<file path="config.mk">
export PLATFORM = sky130hd
export DESIGN_NAME = nsl_status_led
export DESIGN_NICKNAME = d
export VERILOG_FILES = /design/src/nsl_pkg.sv /design/src/nsl_ms_tick.sv /design/src/nsl_err_code.sv /design/src/nsl_status_led.sv
export VERILOG_INCLUDE_DIRS = /design/src
export SDC_FILE = /design/constraint.sdc
export NUM_CORES = 1
export LEC_CHECK = 0
export ABC_AREA = 1
export BUFFER_PORTS_ARGS = -buffer_cell sky130_fd_sc_hd__buf_2
export CORE_UTILIZATION = 28
export CTS_CLUSTER_SIZE = 24
export DETAILED_ROUTE_END_ITERATION = 8
export GPL_TIMING_DRIVEN = 1
export HOLD_SLACK_MARGIN = 0.06
export PLACE_DENSITY = 0.41
export RECOVER_POWER = 100
export SKIP_CTS_REPAIR_TIMING = 1
export SYNTH_ARGS = -nofsm -noshare
export SYNTH_HDL_FRONTEND = slang
export SYNTH_HIERARCHICAL = 1
export SYNTH_SLANG_ARGS = --single-unit
</file>
<file path="constraint.sdc">
create_clock -name CLOCK -period 3.7 [get_ports CLOCK]
set_input_delay 0.185 -clock CLOCK [delete_from_list [all_inputs] [get_ports CLOCK]]
set_output_delay 0.185 -clock CLOCK [all_outputs]
set_load 0.02 [all_outputs]
</file>
<file path="src/nsl_cfg.svh">
// Purpose: timing and code constants of the LED sequencer
// Assumes: 50 MHz clock, millisecond timebase
// Notes:   LED times in milliseconds
`ifndef NSL_CFG_SVH
`define NSL_CFG_SVH

`define NSL_CLK_HZ         50000000
`define NSL_MS_PER_S       1000
`define NSL_MS_W           12

// green flash patterns, 1 Hz repetition
`define NSL_FLASH_HZ       1
`define NSL_FLASH_ON_MS    150
`define NSL_FLASH_GAP_MS   150
`define NSL_FLASH_STEP_MS  (`NSL_FLASH_ON_MS + `NSL_FLASH_GAP_MS)
`define NSL_FLASH_PER_MS   (`NSL_MS_PER_S / `NSL_FLASH_HZ)
`define NSL_FLASH_SINGLE   1
`define NSL_FLASH_DOUBLE   2
`define NSL_FLASH_TRIPLE   3

// even blink, 2.5 Hz given in tenths of hertz
`define NSL_BLINK_DHZ      25
`define NSL_BLINK_PER_MS   (`NSL_MS_PER_S * 10 / `NSL_BLINK_DHZ)
// flicker, 10 Hz
`define NSL_FLICK_HZ       10
`define NSL_FLICK_PER_MS   (`NSL_MS_PER_S / `NSL_FLICK_HZ)

// red system stop code
`define NSL_ERR_SHORT_MS   150
`define NSL_ERR_LONG_MS    600
`define NSL_ERR_GAP_MS     150
`define NSL_ERR_PAUSE_S    2
`define NSL_ERR_PAUSE_MS   (`NSL_ERR_PAUSE_S * `NSL_MS_PER_S)
`define NSL_ERR_PHASES     4
// first phase in the msb, a one means long
`define NSL_CODE_MEM       4'h1
`define NSL_CODE_HW        4'h9

`endif

</file>
<file path="src/nsl_pkg.sv">
// Purpose: shared types of the LED sequencer
// Assumes: nothing
// Notes:   structs carry event, fault and control groups
package nsl_pkg;

    typedef enum logic [2:0] {
        NS_NOT_ACTIVE, NS_BASIC_ETH, NS_PREOP1, NS_PREOP2,
        NS_READY, NS_OPER, NS_STOPPED
    } nsl_node_t;

    typedef enum logic [2:0] {
        PAT_OFF, PAT_ON, PAT_FLICKER, PAT_SINGLE,
        PAT_DOUBLE, PAT_TRIPLE, PAT_BLINK
    } nsl_pat_t;

    typedef struct packed {
        logic link_timeout; // no frame seen in the startup window
        logic frame_seen;   // protocol traffic detected
        logic soc_rx;       // start-of-cycle frame received
        logic cmd_ready;    // go to ready-to-operate
        logic cmd_oper;     // go to operational
        logic cmd_stop;     // go to stopped
        logic cmd_preop2;   // go to pre-operational 2
    } nsl_evt_t;

    typedef struct packed {
        logic mem_fault;    // memory fault detected
        logic hw_fault;     // general hardware fault detected
    } nsl_err_t;

    typedef struct packed {
        logic accept_cfg;   // configuration from the manager allowed
        logic cyclic_run;   // cyclic communication running
        logic async_run;    // asynchronous communication running
        logic eval_rx;      // received cyclic data is evaluated
        logic discard_pdo;  // received process data dropped
        logic pdo_mapped;   // transmit data laid out by mapping
        logic out_data;     // output data delivered
        logic in_data;      // input data provided
    } nsl_ctl_t;

endpackage

</file>
<file path="src/nsl_ms_tick.sv">
// Purpose: one-cycle millisecond enable
// Assumes: DIV is clock cycles per millisecond
// Notes:   tick is registered
`timescale 1ns/1ps
module nsl_ms_tick #(
    parameter int unsigned DIV = 50000
) (
    input  wire logic clk,   // system clock
    input  wire logic rst_n, // synchronous reset, low active
    output logic      tick   // one-cycle pulse per millisecond
);
    localparam int unsigned W = (DIV > 1) ? $clog2(DIV) : 1;
    localparam logic [W-1:0] LAST = W'(DIV - 1);

    logic [W-1:0] cnt_reg;

    always_ff @(posedge clk) begin
        if (!rst_n) begin
            cnt_reg <= '0;
            tick    <= 1'b0;
        end else if (cnt_reg >= LAST) begin
            cnt_reg <= '0;
            tick    <= 1'b1;
        end else begin
            cnt_reg <= cnt_reg + W'(1);
            tick    <= 1'b0;
        end
    end
endmodule

</file>
<file path="src/nsl_err_code.sv">
// Purpose: four-phase red error code, pause after each
// Assumes: code stays stable while run is high
// Notes:   code msb is the first phase, one means long
`timescale 1ns/1ps
`include "nsl_cfg.svh"
module nsl_err_code (
    input  wire logic       clk,     // system clock
    input  wire logic       rst_n,   // synchronous reset, low active
    input  wire logic       ms_tick, // millisecond enable
    input  wire logic       run,     // error latched
    input  wire logic [3:0] code,    // phase lengths, msb first
    output logic            led      // red level request
);
    typedef enum logic [1:0] {ER_ON, ER_GAP, ER_PAUSE} nsl_er_t;
    localparam logic [1:0] LAST_IDX = 2'(`NSL_ERR_PHASES - 1);

    nsl_er_t               st_reg;
    logic [1:0]            idx_reg;
    logic [`NSL_MS_W-1:0]  cnt_reg;

    function automatic logic [`NSL_MS_W-1:0] on_len(input logic lng);
        return lng ? `NSL_MS_W'(`NSL_ERR_LONG_MS - 1)
                   : `NSL_MS_W'(`NSL_ERR_SHORT_MS - 1); // [RULE_13]
    endfunction

    always_ff @(posedge clk) begin
        if (!rst_n) begin
            st_reg  <= ER_ON;
            idx_reg <= 2'h0;
            cnt_reg <= '0;
        end else if (!run) begin
            st_reg  <= ER_ON;
            idx_reg <= 2'h0;
            cnt_reg <= on_len(code[3]);
        end else if (ms_tick) begin
            if (cnt_reg != '0) begin
                cnt_reg <= cnt_reg - `NSL_MS_W'(1);
            end else begin
                case (st_reg)
                    ER_ON: begin
                        if (idx_reg == LAST_IDX) begin
                            st_reg  <= ER_PAUSE; // [RULE_14]
                            cnt_reg <= `NSL_MS_W'(`NSL_ERR_PAUSE_MS - 1);
                        end else begin
                            st_reg  <= ER_GAP; // [RULE_20]
                            cnt_reg <= `NSL_MS_W'(`NSL_ERR_GAP_MS - 1);
                        end
                    end
                    ER_GAP: begin
                        st_reg  <= ER_ON;
                        idx_reg <= idx_reg + 2'h1;
                        cnt_reg <= on_len(code[2'h2 - idx_reg]);
                    end
                    ER_PAUSE: begin
                        st_reg  <= ER_ON; // [RULE_14]
                        idx_reg <= 2'h0;
                        cnt_reg <= on_len(code[3]);
                    end
                    default: begin
                        st_reg <= ER_ON;
                    end
                endcase
            end
        end
    end

    always_ff @(posedge clk) begin
        if (!rst_n) begin
            led <= 1'b0;
        end else begin
            led <= run && (st_reg == ER_ON);
        end
    end
endmodule

</file>
<file path="src/nsl_status_led.sv">
// Purpose: node state tracking and status/error LED sequencing
// Assumes: events and faults are one-cycle synchronous pulses
// Notes:   green pattern changes at a repetition end
`timescale 1ns/1ps
`include "nsl_cfg.svh"

//////////////////////////////////////////////////////////////////////////

// Behaviour
// RULE_01 - pre-operational 2: green double flash, 1 Hz
// RULE_02 - ready-to-operate: green triple flash, 1 Hz
// RULE_03 - operational: green steady, mapped data evaluated
// RULE_04 - stopped: green even blink, 2.5 Hz
// RULE_05 - manager pre-op 2: cyclic on, no evaluation
// RULE_06 - node goes ready only on command
// RULE_07 - node red on when manager failed; code lights it only in pre-op 1, pre-op 2 and ready
// RULE_08 - manager ready: cyclic, async, drop data
// RULE_09 - node ready: mapped transmit, no evaluation
// RULE_10 - manager never enters stopped
// RULE_11 - node stopped: no output, no input
// RULE_12 - stopped entered and left only by command
// RULE_13 - stop error: four red phases, short/long
// RULE_14 - repeat code forever, two second pause
// RULE_15 - memory fault: short short short long
// RULE_16 - hardware fault: long short short long
// RULE_17 - pre-operational 1: green single flash, 1 Hz
// RULE_18 - node pre-op 1 leaves on start-of-cycle
// RULE_19 - basic ethernet: green flicker, 10 Hz
// RULE_20 - fixed gaps; pattern changes at repetition
// RULE_21 - latched stop error overrides all indications
module nsl_status_led #(
    parameter int unsigned TICK_DIV = `NSL_CLK_HZ / `NSL_MS_PER_S
) (
    input  wire logic               CLOCK,       // 50 MHz clock
    input  wire logic               RST_N,       // sync reset, low
    input  wire logic               ROLE_MN,     // 1: managing node
    input  wire nsl_pkg::nsl_evt_t  EVT,         // protocol events
    input  wire logic               MN_FAIL,     // manager lost
    input  wire nsl_pkg::nsl_err_t  ERR,         // fault pulses
    output nsl_pkg::nsl_node_t      NODE_STATE,  // current state
    output nsl_pkg::nsl_ctl_t       CTL,         // data path enables
    output logic                    ERR_LATCHED, // stop error held
    output logic                    LED_GREEN,   // status LED
    output logic                    LED_RED      // error LED
);
    import nsl_pkg::*;

    //////////////////////////////////////////////////////////////////////
    // declarations

    localparam int unsigned MS_W = `NSL_MS_W;

    logic                ms_tick;
    logic                mn_reg;
    nsl_node_t           state_reg;
    nsl_node_t           state_next;
    logic                err_reg;
    logic [3:0]          code_reg;
    nsl_pat_t            pat_reg;
    nsl_pat_t            pat_want;
    logic [MS_W-1:0]     cnt_reg;
    logic                green_lvl;
    logic                red_code;
    logic                red_fail;
    nsl_ctl_t            ctl_next;

    //////////////////////////////////////////////////////////////////////
    // millisecond timebase and error code engine

    nsl_ms_tick #(
        .DIV   (TICK_DIV)
    ) u_tick (
        .clk   (CLOCK),
        .rst_n (RST_N),
        .tick  (ms_tick)
    );

    nsl_err_code u_err (
        .clk     (CLOCK),
        .rst_n   (RST_N),
        .ms_tick (ms_tick),
        .run     (ERR_LATCHED), // code_reg settles first
        .code    (code_reg),
        .led     (red_code)
    );

    //////////////////////////////////////////////////////////////////////
    // role: sampled while inactive, then frozen
    // so a strap glitch cannot flip roles mid-run

    always_ff @(posedge CLOCK) begin
        if (!RST_N) begin
            mn_reg <= 1'b0;
        end else if (state_reg == NS_NOT_ACTIVE) begin
            mn_reg <= ROLE_MN;
        end
    end

    //////////////////////////////////////////////////////////////////////
    // node state machine

    always_comb begin
        state_next = state_reg;
        case (state_reg)
            NS_NOT_ACTIVE: begin
                // a manager that sees traffic is not started
                if (EVT.link_timeout) begin
                    state_next = mn_reg ? NS_PREOP1 : NS_BASIC_ETH;
                end else if (EVT.frame_seen && !mn_reg) begin
                    state_next = NS_PREOP1;
                end
            end
            NS_BASIC_ETH: begin
                // manager leaves only through reset
                if (EVT.frame_seen && !mn_reg) begin
                    state_next = NS_PREOP1;
                end
            end
            NS_PREOP1: begin
                if (!mn_reg && EVT.soc_rx) begin
                    state_next = NS_PREOP2; // [RULE_18]
                end else if (mn_reg && EVT.cmd_preop2) begin
                    state_next = NS_PREOP2;
                end
            end
            NS_PREOP2: begin
                if (!mn_reg && EVT.cmd_stop) begin
                    state_next = NS_STOPPED; // [RULE_12]
                end else if (EVT.cmd_ready) begin
                    state_next = NS_READY; // [RULE_06]
                end
            end
            NS_READY: begin
                if (!mn_reg && EVT.cmd_stop) begin
                    state_next = NS_STOPPED; // [RULE_12] [RULE_10]
                end else if (EVT.cmd_oper) begin
                    state_next = NS_OPER;
                end
            end
            NS_OPER: begin
                if (!mn_reg && EVT.cmd_stop) begin
                    state_next = NS_STOPPED; // [RULE_12] [RULE_10]
                end
            end
            NS_STOPPED: begin
                // only a command brings a controlled node back; a manager leaves at once
                if (mn_reg) begin
                    state_next = NS_PREOP2; // [RULE_10]
                end else if (EVT.cmd_preop2) begin
                    state_next = NS_PREOP2; // [RULE_12]
                end
            end
            default: begin
                state_next = NS_NOT_ACTIVE;
            end
        endcase
    end

    always_ff @(posedge CLOCK) begin
        if (!RST_N) begin
            state_reg <= NS_NOT_ACTIVE;
        end else begin
            state_reg <= state_next;
        end
    end

    //////////////////////////////////////////////////////////////////////
    // data path enables per state and role

    always_comb begin
        ctl_next = '0;
        case (state_reg)
            NS_PREOP1: begin
                ctl_next.accept_cfg = !mn_reg;
            end
            NS_PREOP2: begin
                ctl_next.accept_cfg  = !mn_reg; // [RULE_06]
                ctl_next.cyclic_run  = mn_reg;  // [RULE_05]
                ctl_next.discard_pdo = mn_reg;  // [RULE_05]
            end
            NS_READY: begin
                ctl_next.cyclic_run  = 1'b1;    // [RULE_08]
                ctl_next.async_run   = 1'b1;    // [RULE_08]
                ctl_next.discard_pdo = mn_reg;  // [RULE_08]
                ctl_next.pdo_mapped  = !mn_reg; // [RULE_09]
                ctl_next.out_data    = !mn_reg; // [RULE_09]
            end
            NS_OPER: begin
                ctl_next.cyclic_run = 1'b1;     // [RULE_03]
                ctl_next.async_run  = 1'b1;
                ctl_next.eval_rx    = 1'b1;     // [RULE_03]
                ctl_next.pdo_mapped = 1'b1;     // [RULE_03]
                ctl_next.out_data   = 1'b1;
                ctl_next.in_data    = 1'b1;
            end
            NS_STOPPED: begin
                ctl_next.async_run = 1'b1;
                ctl_next.out_data  = 1'b0;      // [RULE_11]
                ctl_next.in_data   = 1'b0;      // [RULE_11]
            end
            default: begin
                ctl_next = '0;
            end
        endcase
    end

    //////////////////////////////////////////////////////////////////////
    // system stop error latch, held until reset

    always_ff @(posedge CLOCK) begin
        if (!RST_N) begin
            err_reg  <= 1'b0;
            code_reg <= 4'h0;
        end else if (!err_reg) begin
            // hardware fault wins when both arrive together
            if (ERR.hw_fault) begin
                err_reg  <= 1'b1;
                code_reg <= `NSL_CODE_HW;  // [RULE_16]
            end else if (ERR.mem_fault) begin
                err_reg  <= 1'b1;
                code_reg <= `NSL_CODE_MEM; // [RULE_15]
            end
        end
    end

    //////////////////////////////////////////////////////////////////////
    // green pattern selection

    always_comb begin
        case (state_reg)
            NS_BASIC_ETH: pat_want = PAT_FLICKER;  // [RULE_19]
            NS_PREOP1:    pat_want = PAT_SINGLE;   // [RULE_17]
            NS_PREOP2:    pat_want = PAT_DOUBLE;   // [RULE_01]
            NS_READY:     pat_want = PAT_TRIPLE;   // [RULE_02]
            NS_OPER:      pat_want = PAT_ON;       // [RULE_03]
            NS_STOPPED: begin
                pat_want = mn_reg ? PAT_OFF : PAT_BLINK; // [RULE_04]
            end
            default:      pat_want = PAT_OFF;
        endcase
    end

    // last millisecond of one repetition; steady levels reload each ms
    function automatic logic [MS_W-1:0] pat_last(input nsl_pat_t p);
        case (p)
            PAT_SINGLE, PAT_DOUBLE, PAT_TRIPLE: begin
                return MS_W'(`NSL_FLASH_PER_MS - 1);
            end
            PAT_BLINK:   return MS_W'(`NSL_BLINK_PER_MS - 1);
            PAT_FLICKER: return MS_W'(`NSL_FLICK_PER_MS - 1);
            default:     return '0;
        endcase
    endfunction

    // n flashes of fixed length with fixed gaps, then dark
    function automatic logic flash_hit(input logic [MS_W-1:0] c,
                                       input int unsigned     n);
        logic hit;
        hit = 1'b0;
        for (int unsigned k = 0; k < n; k++) begin
            if (c >= MS_W'(k * `NSL_FLASH_STEP_MS) &&
                c <  MS_W'(k * `NSL_FLASH_STEP_MS + `NSL_FLASH_ON_MS)) begin
                hit = 1'b1; // [RULE_20]
            end
        end
        return hit;
    endfunction

    //////////////////////////////////////////////////////////////////////
    // green repetition counter

    always_ff @(posedge CLOCK) begin
        if (!RST_N) begin
            pat_reg <= PAT_OFF;
            cnt_reg <= '0;
        end else if (ms_tick) begin
            if (cnt_reg >= pat_last(pat_reg)) begin
                // new state shows from the next whole repetition
                pat_reg <= pat_want; // [RULE_20]
                cnt_reg <= '0;
            end else begin
                cnt_reg <= cnt_reg + MS_W'(1);
            end
        end
    end

    always_comb begin
        case (pat_reg)
            PAT_ON:     green_lvl = 1'b1; // [RULE_03]
            PAT_SINGLE: begin
                green_lvl = flash_hit(cnt_reg, `NSL_FLASH_SINGLE); // [RULE_17]
            end
            PAT_DOUBLE: begin
                green_lvl = flash_hit(cnt_reg, `NSL_FLASH_DOUBLE); // [RULE_01]
            end
            PAT_TRIPLE: begin
                green_lvl = flash_hit(cnt_reg, `NSL_FLASH_TRIPLE); // [RULE_02]
            end
            PAT_BLINK: begin
                green_lvl = cnt_reg < MS_W'(`NSL_BLINK_PER_MS / 2); // [RULE_04]
            end
            PAT_FLICKER: begin
                green_lvl = cnt_reg < MS_W'(`NSL_FLICK_PER_MS / 2); // [RULE_19]
            end
            default:    green_lvl = 1'b0;
        endcase
    end

    //////////////////////////////////////////////////////////////////////
    // red manager-failure indication, controlled node only

    always_comb begin
        red_fail = 1'b0;
        if (!mn_reg && MN_FAIL) begin
            case (state_reg)
                NS_PREOP1, NS_PREOP2, NS_READY: red_fail = 1'b1; // [RULE_07]
                default:                        red_fail = 1'b0;
            endcase
        end
    end

    //////////////////////////////////////////////////////////////////////
    // registered outputs

    always_ff @(posedge CLOCK) begin
        if (!RST_N) begin
            LED_GREEN <= 1'b0;
            LED_RED   <= 1'b0;
        end else if (err_reg) begin
            LED_GREEN <= 1'b0;     // [RULE_21]
            LED_RED   <= red_code; // [RULE_21] [RULE_13]
        end else begin
            LED_GREEN <= green_lvl;
            LED_RED   <= red_fail;
        end
    end

    always_ff @(posedge CLOCK) begin
        if (!RST_N) begin
            NODE_STATE  <= NS_NOT_ACTIVE;
            CTL         <= '0;
            ERR_LATCHED <= 1'b0;
        end else begin
            NODE_STATE  <= state_reg;
            CTL         <= ctl_next;
            ERR_LATCHED <= err_reg;
        end
    end
endmodule

</file>
==> impl_metrics.yaml, run 1 <==
layout:
  final_net_count: 657
  largest_reg_flops: 16
  layout.cells.non_filler: 813
  drive_above_1_share_pct: 9.64
  areaGrowthSynthToFinish_pct: 13.3
  antenna_cells: 0
place:
  io_buffers: 26
  dp_hpwl_mm: 7.21
  dp.cells: 797
  gp_congestion: 0.898
cts:
  htree_levels: 3
  cts_tree: "done"
  path_clk_slew_ns: 0.06
  cts.sinks: 68
  cts-root-buf: "clkbuf_16"
  cts_inserted_buffers: 9
  insertion_delay_ns: 0.34
  clockBufferDepth: 2
die:
  std_cell_rows: 43
  start_util_pct: 28.8
  die_height_um: 122
  die_area_um2: 14800
  ioPinCount: 27
  die_x_um: 122
  core_area_um2: 13900
worst_hold_path:
  whs_path_depth: 3
  hold_start: "ERR[1]"
  min_to: "err_reg"
  hold_class: "in2reg"
power_and_ir_drop:
  swShare_pct: 32.2
  clockPowerShare_pct: 41.3
  ir_worst_vdd_v: 0.000284
  cellInternalPower_w: 0.00144
  combinationalPowerShare_pct: 19.0
  power.sequential.fraction_pct: 39.6
  p_leak_nw: 1.98
  p_per_area_nw_per_um2: 468
  p_sw_w: 0.000684
synthesis:
  yosysWarningCount: 6
  synth-async-reset-ratio_pct: 0
  syn_area_um2: 4010
  ys_seq_elements: 68
  synth_edf_count: 0
  ys.flop_type: "dfxtp_1"
  avgSynthCellArea_um2: 6.70
  seq_area_frac_synth_pct: 34.0
  synthCells: 598
  yosysUniqueCellTypes: 39
outcome:
  status: "complete, no violations"
timing:
  rsz0062_at_grt: "false"
  finalSetupTns_ns: 0
  setup_violations: 0
  fin_crit_ns: 2.59
  slew_headroom_pct: 5.83
  fin_crit_sh_pct: 70.1
  hold_viol: 0
  holdWs_ns: 0.0823
  final_max_slew_viol_count: 0
  max_freq_ghz: 0.386
  tightest_slew_ns: 1.41
  skew_ns: 0.00856
critical_path:
  cp-end-kind: "register"
  critPathRequiredTime_ns: 3.96
  r2r_start: "pat_reg[1]"
  worstSetupPathType: "reg2reg"
  r2r_end: "cnt_reg[7]"
  crit_path_start_kind: "register"
  r2r_cells: 14
  path_max_fanout: 10
  cp.arrival_ns: 2.85
  r2r_slack_ns: 1.11
routing:
  ant_nets: 0
  wire_per_inst_um: 11.8
  drtIter0Drc: 124
  drt_first_pass_iters: 4
  num_vias: 3676
  viasPerCell: 4.52
  drt-total-wl_mm: 9.59
  drcViolationCount: 0
global_routing:
  grt_pass1_vias: 3467
  grt_util_all_layers_pct: 14.3
  grt_max_degree: 30
  grt_first_pass_wirelength_mm: 16.4
  antenna_found_initial: 0
  grt-ovfl-total: 0
job:
  maxCapViolCount: 0
## metrics by stage
stage               utilization [%]  power [W]  cell area (um^2)  setup slack [ns]
finish                         32.6    0.00212              4540              1.11
global route                   32.6    0.00225              4540             0.773
CTS                            33.1    0.00217              4610              1.34
detailed placement             30.9    0.00127              4310              1.35
global placement               30.9    0.00128              4310              1.50
floorplan                         -    0.00117              4010              1.77
## power by group through the flow
stage	registers, W	logic [W]	clock network (W)
after detailed placement	0.000857	0.000418	0
after global routing	0.000849	0.000464	0.000936
after CTS	0.000841	0.000420	0.000906
final	0.000841	0.000404	0.000877
after floorplan	0.000858	0.000308	0
after global placement	0.000857	0.000424	0
## final cells by class
class,instances,area (um^2)
clock buffer,9,225
inverter,86,323
sequential,68,1360
timing repair buffer,26,111
fill,1508,9400
clock inverter,7,77.6
tap,180,225
multi-input combinational,437,2210
## synthesized netlist by cell type (2+ instances only)
master / number / area, um^2
nand2_4: 3 / 33.8
nor2_1: 87 / 327
buf_2: 2 / 10.0
inv_1: 75 / 282
o21ai_1: 2 / 10.0
nand3b_1: 2 / 15.0
a21oi_1: 33 / 165
inv_2: 10 / 37.5
ha_1: 16 / 200
o31ai_1: 2 / 15.0
xnor2_1: 5 / 43.8
nand3_2: 6 / 60.1
nand2_1: 138 / 518
nor2_2: 10 / 62.6
buf_6: 2 / 22.5
nor3_1: 13 / 65.1
o211ai_1: 4 / 30.0
dfxtp_1: 68 / 1360
o21bai_1: 2 / 15.0
xor2_1: 16 / 140
o21ai_0: 19 / 95.1
buf_4: 3 / 22.5
a211oi_1: 2 / 15.0
nand3_1: 42 / 210
nand2_2: 11 / 68.8
nand4_1: 10 / 62.6
nor3_2: 3 / 30.0
## cell families after synthesis
family,after synthesis,synth area share (%)
adder cells (fa/ha/maj),16,5.00
AND/OR/NAND/NOR,331,37.6
other,1,0.0936
XOR/XNOR,21,4.59
AO/OA/AOI/OAI,67,9.21
buffers and inverters,94,9.53
flip-flops,68,34.0
## how the worst max path moves through the flow
stage	start	end	slack [ns]
2_1_floorplan	pat_reg[1]	cnt_reg[0]	1.77
3_3_place_gp	pat_reg[1]	cnt_reg[10]	1.50
3_5_place_dp	pat_reg[1]	cnt_reg[7]	1.35
4_1_cts	pat_reg[1]	cnt_reg[7]	1.34
5_1_grt	pat_reg[1]	cnt_reg[6]	0.77
6_report	pat_reg[1]	cnt_reg[7]	1.11
## cell usage in the layout (no fill, tap or decap), types with 2 or more instances in the layout
cell / netlist / routed
a211oi_1: 2 / 2
a21oi_1: 33 / 33
buf_2: 2 / 11
clkbuf_1: 1 / 15
clkbuf_16: 0 / 9
clkinv_4: 0 / 4
conb_1: 1 / 2
dfxtp_1: 68 / 68
ha_1: 16 / 16
inv_1: 75 / 77
inv_2: 10 / 8
nand2_1: 138 / 143
nand2_2: 11 / 9
nand3_1: 42 / 43
nand3_2: 6 / 6
nand3b_1: 2 / 2
nand4_1: 10 / 10
nor2_1: 87 / 90
nor2_2: 10 / 7
nor3_1: 13 / 14
nor3_2: 3 / 2
o211ai_1: 4 / 4
o21ai_0: 19 / 20
o21bai_1: 2 / 2
o31ai_1: 2 / 2
xnor2_1: 5 / 5
xor2_1: 16 / 16
## critical path, stage by stage, from the launching register on
cell	delay, ns
dfxtp_1	0.42
inv_1	0.06
nand2_1	0.08
inv_1	0.07
nor2_1	0.14
inv_1	0.08
nor2_1	0.20
ha_1	0.29
a21oi_1	0.11
o21ai_0	0.10
a21oi_1	0.19
nand2_1	0.21
nand2_1	0.11
nand2_1	0.23
nor2_1	0.21
## metal layers
| metal | part of all wire (%) | global-route usage (%) | wire length [um] |
|---|---|---|---|
| met1 | 48 | 18.4 | 4610 |
| met2 | 47 | 23.0 | 4510 |
| met3 | 3.2 | 2.48 | 308 |
| met4 | 1.7 | 6.94 | 166 |
| met5 | 0 | 0 | 0 |
No activity file was read; power rests on OpenSTA's default activity.
==> run 2, diff against run 1 <==
ABC_AREA = 0   (was 1)
clock period = 2.5 ns   (was 3.7 ns; I/O delays follow)
==> run 2 against run 1 <==
Power increased by 49%. Critical endpoint is now pat_reg[2]. Largest power group unchanged. Largest cell class unchanged. Die area is 4.1% lower. Synthesized cell count shrank 22%.
==> impl_metrics.yaml, run 2 <==
die:
  start_util_pct: 28.9
  die_area_um2: 14200
  die_height_um: 119
  ioPinCount: 27
  die_x_um: 119
  std_cell_rows: 42
  core_area_um2: 13300
layout:
  antenna_cells: 0
  largest_reg_flops: 16
  stdcell_area_um2: 4480
  areaGrowthSynthToFinish_pct: 16.6
  nFillCells: 1412
  drive_above_1_share_pct: 9.90
  final_cell_mix: "dfxtp_1, nor2_1, nand2_1"
  final_common_cell: "dfxtp_1"
  final_util_pct: 33.7
  final_net_count: 529
cts:
  path_clk_slew_ns: 0.06
  cts.sinks: 68
  cts_tree: "done"
  clockBufferDepth: 2
  insertion_delay_ns: 0.34
  htree_levels: 3
  cts_inserted_buffers: 9
  cts-root-buf: "clkbuf_16"
job:
  maxCapViolCount: 0
synthesis:
  synthCells: 469
  seq_area_frac_synth_pct: 35.5
  synth_area_leaders: "dfxtp_1, ha_1, nor2_1, xnor2_1, nand2_1"
  avgSynthCellArea_um2: 8.18
  synth_top_area_cell: "dfxtp_1"
  synth-async-reset-ratio_pct: 0
  ys.flop_type: "dfxtp_1"
  yosysWarningCount: 6
  yosysUniqueCellTypes: 67
  synth_top_cell_area_share_pct: 35.5
  syn_area_um2: 3840
  synth_edf_count: 0
  synthTopCellsByCount: "dfxtp_1, nor2_1, nand2_1, a21oi_1, nor3_1"
  synth_most_common_cell: "dfxtp_1"
  ys_seq_elements: 68
power_and_ir_drop:
  ir_worst_vdd_v: 0.000330
  p_per_area_nw_per_um2: 705
  p_leak_nw: 1.57
outcome:
  status: "complete, no violations"
timing:
  rsz0062_at_grt: "false"
  max_freq_ghz: 0.425
  tightest_slew_ns: 0.819
  final_max_slew_viol_count: 0
  layout_setup_ws_ns: 0.148
  fin_crit_ns: 2.35
  finalSetupTns_ns: 0
  slew_headroom_pct: 45.2
  hold_viol: 0
  fin_crit_sh_pct: 94.1
  skew_ns: 0.00344
  setup_violations: 0
place:
  dp_slack_ns: 0.168
  gp_congestion: 0.776
  dp_hpwl_mm: 6.35
  io_buffers: 26
  placed_area_um2: 4190
global_routing:
  grtUsageMet1_pct: 18.5
  grt_first_pass_wirelength_mm: 15.2
  grt_max_degree: 29
  busiest_layer: "met2"
  grt_util_all_layers_pct: 13.5
  grt-ovfl-total: 0
  use_met3_pct: 3.88
  antenna_found_initial: 0
  grt_pass1_vias: 3030
  grt_use_met2_pct: 19.9
critical_path:
  crit_path_start_kind: "register"
  cp.arrival_ns: 2.58
  critPathRequiredTime_ns: 2.72
  cp-end-kind: "register"
  path_max_fanout: 6
  worstSetupPathType: "reg2reg"
worst_hold_path:
  hold_class: "in2reg"
routing:
  drt-total-wl_mm: 9.17
  drcViolationCount: 0
  viasPerCell: 4.93
  wire_per_inst_um: 13.5
  drtIter0Drc: 176
  drt_first_pass_iters: 4
  num_vias: 3355
  ant_nets: 0
## run 2: changes by cell type after synthesis, moves of 8 or more
cell / before / now
xor2_1: 16 / 8
mux2i_1: 0 / 8
clkbuf_1: 1 / 17
nand2_1: 138 / 44
nand2_2: 11 / 0
inv_1: 75 / 20
nor3_1: 13 / 23
xnor2_1: 5 / 21
inv_2: 10 / 0
nor2_2: 10 / 0
nor4_1: 1 / 9
nand3_1: 42 / 17
nor2_1: 87 / 51
## run 2: path summary, 6_finish.rpt
path / from / end / slack [ns] / cells past startpoint
max: pat_reg[2] / pat_reg[2] / 0.15 / 8
min: ROLE_MN / mn_reg / 0.05 / 3
max reg2reg: pat_reg[2] / pat_reg[2] / 0.15 / 8
min reg2reg: u_tick/cnt_reg[0] / u_tick/cnt_reg[0] / 0.45 / 1
## run 2: area by class of cell
cell class                      count  area (um^2)  share of cell area, %
Timing Repair Buffer               42          221                   4.95
Tap cell                          176          220                   4.92
Inverter                           20         75.1                   1.68
Clock inverter                      6         88.8                   1.98
Multi-Input combinational cell    359         2280                   50.9
Clock buffer                       10          229                   5.12
Sequential cell                    68         1360                   30.4
## run 2: worst max-delay path, cell delays in order (launching register included)
cell and delay (ns):
dfxtp_1 0.41, xnor2_1 0.14, ha_1 0.31, or4b_1 0.43, a211oi_1 0.19, a211oi_1 0.10
buf_4 0.17, nand2b_4 0.16, o311a_1 0.33
## run 2: through the flow
step | power (W) | hold WS, ns | cells
6_report | 0.00316 | 0.0535 | 681
5_1_grt | 0.00333 | 0.0769 | 681
4_1_cts | 0.00324 | 0.0300 | 679
3_5_place_dp | 0.00184 | 0.380 | 663
3_3_place_gp | 0.00184 | 0.377 | 663
2_1_floorplan | 0.00168 | 0.257 | 471
## run 2: layer usage
layer  part of all wire [%]  up-vias
met1                     50     1545
met3                    4.4       11
met2                     44       60
li1                       -     1739
met4                    1.5        0
met5                      0        -
## run 2: report_power, final
group | switching (W) | internal (W) | total (W)
logic | 0.000331 | 0.000207 | 0.000538
clock network | 0.000492 | 0.000873 | 0.00136
registers | 0.0000835 | 0.00117 | 0.00125
## run 2: cell families (layout without fill, tap and decap cells)
group                    Yosys count  after routing  share of synthesized area [%]
AO/OA/AOI/OAI                    105            105                           18.6
XOR/XNOR                          29             29                           6.62
adder cells (fa/ha/maj)           16             16                           5.22
buffers and inverters             44             78                           4.83
flip-flops                        68             68                           35.5
multiplexers                       9              9                           2.38
other                              1              3                         0.0977
AND/OR/NAND/NOR                  197            197                           26.8
